<file path="src/synth_cal_map.vh">
/*
 Synthesizer calibration register map: offsets, field positions, reset values.
 Included by the register bank only; its helper modules do not include it.
*/
`ifndef SYNTH_CAL_MAP_VH
`define SYNTH_CAL_MAP_VH

// ----------------------------------------
// Register offsets
// ----------------------------------------
`define SYNTH_CAL_CHARGE_PUMP_ADDR 16'hdf1c
`define SYNTH_CAL_VCO_CURRENT_ADDR 16'hdf1d
`define SYNTH_CAL_VCO_CAPACITOR_ADDR 16'hdf1e

// ----------------------------------------
// Charge pump register fields
// ----------------------------------------
`define CP_CONFIG_MSB 7
`define CP_CONFIG_LSB 6
`define CP_CAL_ENABLE_BIT 5
`define CP_RESULT_MSB 3
`define CP_RESULT_LSB 0
`define CP_WRITE_MASK 8'he_f
`define CP_RESET 8'h2_a

// ----------------------------------------
// VCO current register fields
// ----------------------------------------
`define VCO_CORE_HIGH_BIT 5
`define VCO_CURRENT_MSB 4
`define VCO_CURRENT_LSB 0
`define VCO_CURRENT_WRITE_MASK 8'h3_f
`define VCO_CURRENT_RESET 8'h0_a

// ----------------------------------------
// VCO capacitor register fields
// ----------------------------------------
`define VCO_CAP_MSB 5
`define VCO_CAP_LSB 0
`define VCO_CAP_WRITE_MASK 8'h3_f
`define VCO_CAP_RESET 8'h2_0

// ----------------------------------------
// Current scale: quarter-octave mantissa table width
// ----------------------------------------
`define CP_MANTISSA_WIDTH 8

`endif

</file>
<file path="src/cp_current_scale.v">
/*
 Maps the four-bit charge pump code to a relative current,
 base times two to the power code/4. Output = mantissa shifted by code/4.
 Assumes single clock; output is registered.
*/
`timescale 1ns/100ps

module cp_current_scale
(
   clk,
   rst,
   code,
   current
);
   input wire clk;
   input wire rst;
   input wire [3:0] code;
   output reg [15:0] current;

   // Quarter-octave mantissa, 128 = 2^0, rounded 2^(k/4)*128
   function [7:0] mantissa;
      input [1:0] frac;
      begin
         case (frac)
            2'd0: mantissa = 8'h8_0;
            2'd1: mantissa = 8'h9_8;
            2'd2: mantissa = 8'hb_5;
            2'd3: mantissa = 8'hd_7;
            default: mantissa = 8'h8_0;
         endcase
      end
   endfunction

   always @(posedge clk)
   begin
      if (rst)
      begin
         current <= 16'h0_080;
      end
      else
      begin
         current <= {8'h0_0, mantissa(code[1:0])} << code[3:2];
      end
   end
endmodule

</file>
<file path="src/masked_byte_reg.v">
/*
 One byte register with a write mask, a synchronous reset value and a
 hardware load port. Assumes single clock and synchronous active-high reset.
*/
`timescale 1ns/100ps

module masked_byte_reg
#(
   parameter [7:0] RESET_VALUE = 8'h0_0,
   parameter [7:0] WRITE_MASK = 8'hf_f
)
(
   clk,
   rst,
   restore,
   sw_write,
   sw_data,
   hw_load,
   hw_mask,
   hw_data,
   value
);
   input wire clk;
   input wire rst;
   input wire restore;
   input wire sw_write;
   input wire [7:0] sw_data;
   input wire hw_load;
   input wire [7:0] hw_mask;
   input wire [7:0] hw_data;
   output wire [7:0] value;

   reg [7:0] value_reg;
   reg [7:0] value_next;

   // Hardware result load wins over a software write in the same cycle,
   // so a completing calibration is lost only to rst or restore, never to a software write.
   always @*
   begin
      value_next = value_reg;
      if (sw_write)
      begin
         value_next = (value_reg & ~WRITE_MASK) | (sw_data & WRITE_MASK);
      end
      if (hw_load)
      begin
         value_next = (value_next & ~hw_mask) | (hw_data & hw_mask & WRITE_MASK);
      end
   end

   always @(posedge clk)
   begin
      if (rst || restore)
      begin
         value_reg <= RESET_VALUE;
      end
      else
      begin
         value_reg <= value_next;
      end
   end

   assign value = value_reg;
endmodule

</file>
<file path="src/synth_calibration_regs.v">
/*
 Synthesizer calibration register bank: charge pump, VCO current and VCO
 capacitor registers on a plain strobe bus, with read data one cycle later.
 Assumes the calibration engine reports results with cal_done and reads
 its controls from the outputs here; wake_from_deep_sleep pulses when the
 chip returns to active mode from sleep_mode_two or sleep_mode_three.
*/
//
// Function
// Software loads recommended charge pump configuration before starting calibration.
// Charge pump calibration stage is skipped when its enable bit is zero.
// Charge pump current equals base times two to the result over four.
// VCO register: bit 5 core select, bits 4:0 current, reset 01010.
// Capacitor register holds six-bit coarse tuning result, resets to 100000.
// VCO current and capacitor registers reset on wake from deep sleep.
// Software may pre-calibrate each channel and store the three results.
// Results written back by software are used instead of recalibrating.
// Unused bits read zero and ignore writes.
// Completed calibration overwrites result fields with new values.
`timescale 1ns/100ps
`include "synth_cal_map.vh"

module synth_calibration_regs
(
   clk,
   rst,
   addr,
   wdata,
   wr_en,
   rd_en,
   rdata,
   wake_from_deep_sleep,
   cal_done,
   cal_charge_pump_result,
   cal_vco_current_result,
   cal_vco_capacitor_result,
   charge_pump_config,
   charge_pump_cal_enable,
   charge_pump_code,
   charge_pump_current,
   vco_core_high_select,
   vco_current_code,
   vco_capacitor_code
);
   input wire clk;
   input wire rst;
   input wire [15:0] addr;
   input wire [7:0] wdata;
   input wire wr_en;
   input wire rd_en;
   output reg [7:0] rdata;
   input wire wake_from_deep_sleep;
   input wire cal_done;
   input wire [3:0] cal_charge_pump_result;
   input wire [4:0] cal_vco_current_result;
   input wire [5:0] cal_vco_capacitor_result;
   output reg [1:0] charge_pump_config;
   output reg charge_pump_cal_enable;
   output reg [3:0] charge_pump_code;
   output wire [15:0] charge_pump_current;
   output reg vco_core_high_select;
   output reg [4:0] vco_current_code;
   output reg [5:0] vco_capacitor_code;

   // ----------------------------------------
   // Address decode
   // ----------------------------------------
   function hit;
      input [15:0] a;
      input [15:0] target;
      begin
         hit = (a == target);
      end
   endfunction

   wire sel_cp = hit(addr, `SYNTH_CAL_CHARGE_PUMP_ADDR);
   wire sel_vi = hit(addr, `SYNTH_CAL_VCO_CURRENT_ADDR);
   wire sel_vc = hit(addr, `SYNTH_CAL_VCO_CAPACITOR_ADDR);

   wire [7:0] cp_value;
   wire [7:0] vi_value;
   wire [7:0] vc_value;

   wire charge_pump_cal_enable_w;
   assign charge_pump_cal_enable_w = cp_value[`CP_CAL_ENABLE_BIT];

   // Skipped stage leaves the charge pump result untouched
   wire [7:0] cp_hw_mask = charge_pump_cal_enable_w ? 8'h0_f : 8'h0_0;

   // ----------------------------------------
   // Register storage
   // ----------------------------------------
   // Charge pump register is not among those cleared by deep sleep wake.
   masked_byte_reg
   #(
      .RESET_VALUE(`CP_RESET),
      .WRITE_MASK(`CP_WRITE_MASK)
   )
   u_cp
   (
      .clk(clk),
      .rst(rst),
      .restore(1'b0),
      .sw_write(wr_en && sel_cp),
      .sw_data(wdata),
      .hw_load(cal_done),
      .hw_mask(cp_hw_mask),
      .hw_data({4'h0, cal_charge_pump_result}),
      .value(cp_value)
   );

   masked_byte_reg
   #(
      .RESET_VALUE(`VCO_CURRENT_RESET),
      .WRITE_MASK(`VCO_CURRENT_WRITE_MASK)
   )
   u_vi
   (
      .clk(clk),
      .rst(rst),
      .restore(wake_from_deep_sleep),
      .sw_write(wr_en && sel_vi),
      .sw_data(wdata),
      .hw_load(cal_done),
      .hw_mask(8'h1_f),
      .hw_data({3'h0, cal_vco_current_result}),
      .value(vi_value)
   );

   masked_byte_reg
   #(
      .RESET_VALUE(`VCO_CAP_RESET),
      .WRITE_MASK(`VCO_CAP_WRITE_MASK)
   )
   u_vc
   (
      .clk(clk),
      .rst(rst),
      .restore(wake_from_deep_sleep),
      .sw_write(wr_en && sel_vc),
      .sw_data(wdata),
      .hw_load(cal_done),
      .hw_mask(8'h3_f),
      .hw_data({2'h0, cal_vco_capacitor_result}),
      .value(vc_value)
   );

   cp_current_scale u_scale
   (
      .clk(clk),
      .rst(rst),
      .code(cp_value[`CP_RESULT_MSB:`CP_RESULT_LSB]),
      .current(charge_pump_current)
   );

   // ----------------------------------------
   // Control outputs, registered
   // ----------------------------------------
   // Outputs lag the stored value by one cycle; software-written results
   // reach the synthesizer directly, so a hop needs no calibration run.
   always @(posedge clk)
   begin
      if (rst)
      begin
         charge_pump_config <= 2'b00;
         charge_pump_cal_enable <= 1'b1;
         charge_pump_code <= 4'ha;
         vco_core_high_select <= 1'b0;
         vco_current_code <= 5'h0a;
         vco_capacitor_code <= 6'h20;
      end
      else
      begin
         charge_pump_config <= cp_value[`CP_CONFIG_MSB:`CP_CONFIG_LSB];
         charge_pump_cal_enable <= cp_value[`CP_CAL_ENABLE_BIT];
         charge_pump_code <= cp_value[`CP_RESULT_MSB:`CP_RESULT_LSB];
         vco_core_high_select <= vi_value[`VCO_CORE_HIGH_BIT];
         vco_current_code <= vi_value[`VCO_CURRENT_MSB:`VCO_CURRENT_LSB];
         vco_capacitor_code <= vc_value[`VCO_CAP_MSB:`VCO_CAP_LSB];
      end
   end

   // ----------------------------------------
   // Read port
   // ----------------------------------------
   // Unmapped addresses read zero; data stands only in the cycle after rd_en.
   always @(posedge clk)
   begin
      if (rst)
      begin
         rdata <= 8'h0_0;
      end
      else if (rd_en)
      begin
         if (sel_cp)
         begin
            rdata <= cp_value;
         end
         else if (sel_vi)
         begin
            rdata <= vi_value;
         end
         else if (sel_vc)
         begin
            rdata <= vc_value;
         end
         else
         begin
            rdata <= 8'h0_0;
         end
      end
      else
      begin
         rdata <= 8'h0_0;
      end
   end
endmodule

</file>
<file path="config.mk">
export PLATFORM = sky130hd
export DESIGN_NAME = synth_calibration_regs
export DESIGN_NICKNAME = d
export VERILOG_FILES = /design/src/cp_current_scale.v /design/src/masked_byte_reg.v /design/src/synth_calibration_regs.v
export VERILOG_INCLUDE_DIRS = /design/src
export SDC_FILE = /design/constraint.sdc
export NUM_CORES = 1
export LEC_CHECK = 0
export BUFFER_PORTS_ARGS = -buffer_cell sky130_fd_sc_hd__buf_2
export CELL_PAD_IN_SITES_DETAIL_PLACEMENT = 2
export CELL_PAD_IN_SITES_GLOBAL_PLACEMENT = 2
export CORE_ASPECT_RATIO = 1.2
export CORE_MARGIN = 2
export CORE_UTILIZATION = 29
export DETAILED_ROUTE_END_ITERATION = 16
export GPL_ROUTABILITY_DRIVEN = 0
export GPL_TIMING_DRIVEN = 1
export HOLD_SLACK_MARGIN = 0.02
export PLACE_DENSITY = 0.92
export SYNTH_ARGS = -nofsm -noshare
export SYNTH_HDL_FRONTEND = slang
export SYNTH_SLANG_ARGS = --single-unit
</file>
<file path="constraint.sdc">
create_clock -name clk -period 4.5 [get_ports clk]
set_input_delay 0.9 -clock clk [delete_from_list [all_inputs] [get_ports clk]]
set_output_delay 0.9 -clock clk [all_outputs]
set_load 0.01 [all_outputs]
</file>
==> reports/qor.csv <==
metric,value,unit
initial core utilization,0.2959,
Root Buffer,clkbuf_8,
Least-Margin Pin Slew,1.200,ns
Antenna Violating Nets Remaining,0,
Comb power frac,0.091,
Sw Share,0.2517,
Hold Path End,rdata[6],
critical path's slowest cell,nor4_2,
post-placement cell area,2694,um2
NetSw,0.2747,mW
core area,7620,um2
CTS Hold Bufs,0,
"Avg Cell Area, Syn",9.278,um2
Async SR Flop Fraction,0,
Final min period,2.589,ns
mapped cell area,2255,um2
number of cells on the worst hold path,1,
DRC errors left,0,
final wirelength,7.000,mm
Lkg Pwr,1.189,nW
Peak VDD IR,0.1446,mV
Crit Path Max Fanout,14,
worst reg2reg endpoint,u_cp.value[0],
Die Span Y,100.6,um
Ant. Diodes,0,
GRT overflow,0,
Synth Area in Simple Gates,0.2275,
Post-synth EDFFs,0,
synth warn,0,
Critical Path RT,4.74,ns
H-tree depth,3,
Area Growth Syn to Fin,27.75,%
"Power, Total",1.091,mW
Synth Area in Adders,0,
Pwr Density,378.9,nW/um2
unrepaired setup endpoints after global routing,no,
# Post-CTS Setup Buffers,0,
crit end category,flop,
"Core Util, Final",0.3780,
Most used DFF post-synth,dfxtp_1,
r2r startpoint,u_cp.value[5],
post-DR vias/cell,5.129,
Critical Path AT,2.83,ns
max incr delay on CP,1.05,ns
chip width,84.49,um
die area,8499,um2
global-route wire length before repair,11.14,mm
vias in the first global route,2200,
mux cell area share after synthesis,0,
port bufs,82,
depth of the most critical reg-to-reg path,3,
post-route cell area,2880,um2
Synth Area in XOR/XNOR,0,
final setup violation count,0,
HP Class,reg2reg,
clock share of power,0.416,
worst-skew pair later-pin latency,0.34,ns
"CP delay by family, top",simple AND/OR/NAND/NOR gates,
largest family of logic cells by synthesized area,simple AND/OR/NAND/NOR gates,
Max-Cap Viols,0,
synth unique cells,36,
CP cell instances,"buf_2, nand4bb_4, nor4_2, a2111oi_0, a221oi_1",
"Hold Violations, Final",0,
Pins Over Slew Limit,0,
share of layout cells above drive strength 1,0.3406,
Flop pwr share,0.493,
Detailed Route Iter0 Violations,91,
GRT Overall Usage,0.1700,
CP Class,in2reg,
total CTS buffers,9,
initial antenna violation count,0,
clk sink count,57,
Buffers & Inverters on Critical Path,1,
Worst Min Path Start,u_cp.value[6],
Cell Rows,35,
sequential share of the synthesized area,0.5061,
Worst Clk Skew,0.008303,ns
FMAX,386.2,MHz
drt pass-1 iters,4,
Worst-path clk slew,0.07,ns
status,finished clean,
# resized after CTS,0,
Final TNS setup,0,ns
Fill cells,883,
Syn Inst Count,243,
Min Hold Slack,0.4692,ns
largest net degree at the start of global routing,41,
Clock Tree Buf Depth,2,
post-DP HPWL,5.143,mm
Slew HR,0.1930,
number of register bits inferred by synthesis,57,
WL/cell,16.99,um
CTS tree,built,
max reg flops,11,
# nets final,360,
routed via count,2113,
Setup crit start kind,input port,
Ports,88,
FF-to-FF setup slack,3.22,ns
Compound-Gate Fraction of Synth Area,0.2075,
Cell Int Power,0.8166,mW
Final period util,0.5754,
placed cells by master, fill, tap and decap left out, types with 2 or more instances in the layout:
master	n
nor3_1	10
a21oi_1	12
o21ai_0	14
or4_1	3
nor2b_1	12
nand2b_1	4
nor3b_1	2
nor4_2	2
nand4bb_1	2
inv_1	4
nor2_1	21
a22oi_1	6
nand3_1	6
o311a_1	2
or2_2	7
a2111oi_0	3
buf_2	82
nand2_1	6
nand4b_1	2
a211oi_1	20
and2_1	5
clkbuf_8	9
dfxtp_1	57
clkinv_2	4
a221oi_1	3
o2bb2ai_1	5
conb_1	5
logic make-up after synthesis:
family	after synthesis
AND/OR/NAND/NOR	88
AO/OA/AOI/OAI	68
flip-flops	57
buffers and inverters	29
other	1
per-stage QoR:
| step | std cells | worst slack, ns |
|---|---|---|
| 6_report | 412 | 1.911 |
| 3_3_place_gp | 396 | 1.733 |
| 2_1_floorplan | 247 | 2.024 |
| 3_5_place_dp | 396 | 1.612 |
| 5_1_grt | 412 | 1.719 |
| 4_1_cts | 412 | 1.941 |
power by group through the flow:
stage	combinational, mW	sequential (mW)	clock, mW
after global placement	0.0947	0.548	0
after global routing	0.111	0.540	0.489
after CTS	0.101	0.538	0.466
after detailed placement	0.0990	0.549	0
final	0.0998	0.538	0.454
after floorplan	0.0563	0.546	0
Yosys cell counts, types with 2 or more instances:
cell | n | share of area
o311a_1 | 2 | 0.0089
a221oi_1 | 3 | 0.012
a21oi_1 | 12 | 0.027
a2111oi_0 | 3 | 0.012
nor2b_1 | 12 | 0.033
nand3_1 | 6 | 0.013
dfxtp_1 | 57 | 0.51
or4_1 | 3 | 0.010
a211oi_1 | 20 | 0.067
or2_2 | 7 | 0.019
o2bb2ai_1 | 5 | 0.019
nor2_1 | 21 | 0.035
nand4bb_1 | 2 | 0.010
nand2b_1 | 4 | 0.011
nor4_1 | 3 | 0.0083
inv_1 | 4 | 0.0067
o21ai_0 | 14 | 0.031
nand2_1 | 6 | 0.010
buf_4 | 5 | 0.017
nand4b_1 | 2 | 0.0078
nor3b_1 | 2 | 0.0067
a22oi_1 | 6 | 0.020
clkbuf_1 | 18 | 0.030
nor3_1 | 10 | 0.022
and2_1 | 5 | 0.014
worst register-to-register path: stages, from the launching register on:
cell     delay, ns
dfxtp_1       0.35
and2_1        0.24
or4_1         0.44
o311a_1       0.14
how the worst max path moves through the flow:
stage | from | end | slack, ns | cells after the start
5_1_grt | addr[7] | u_vi.value[3] | 1.72 | 5
3_3_place_gp | addr[6] | u_vi.value[3] | 1.73 | 5
3_5_place_dp | addr[6] | u_vi.value[3] | 1.61 | 5
2_1_floorplan | addr[6] | u_cp.value[0] | 2.02 | 5
6_report | addr[6] | u_vi.value[3] | 1.91 | 5
4_1_cts | addr[6] | u_vi.value[3] | 1.94 | 5
final cells by class:
cell class | instances | area (um2) | area share
multi-input combinational | 161 | 1012 | 0.3514
tap | 92 | 115.1 | 0.03997
timing repair buffer | 82 | 410.4 | 0.1425
clock buffer | 10 | 127.6 | 0.04431
inverter | 4 | 15.01 | 0.005213
sequential | 57 | 1141 | 0.3962
clock inverter | 6 | 58.81 | 0.02042
metal layers:
layer | up-vias | share of wire | track usage
met5 | - | 0 | 0
met4 | 0 | 0.012 | 0.06227
met3 | 10 | 0.066 | 0.04586
met2 | 92 | 0.51 | 0.3010
met1 | 1003 | 0.41 | 0.1962
li1 | 1008 | - | -
No activity file was read; power rests on OpenSTA's default activity.
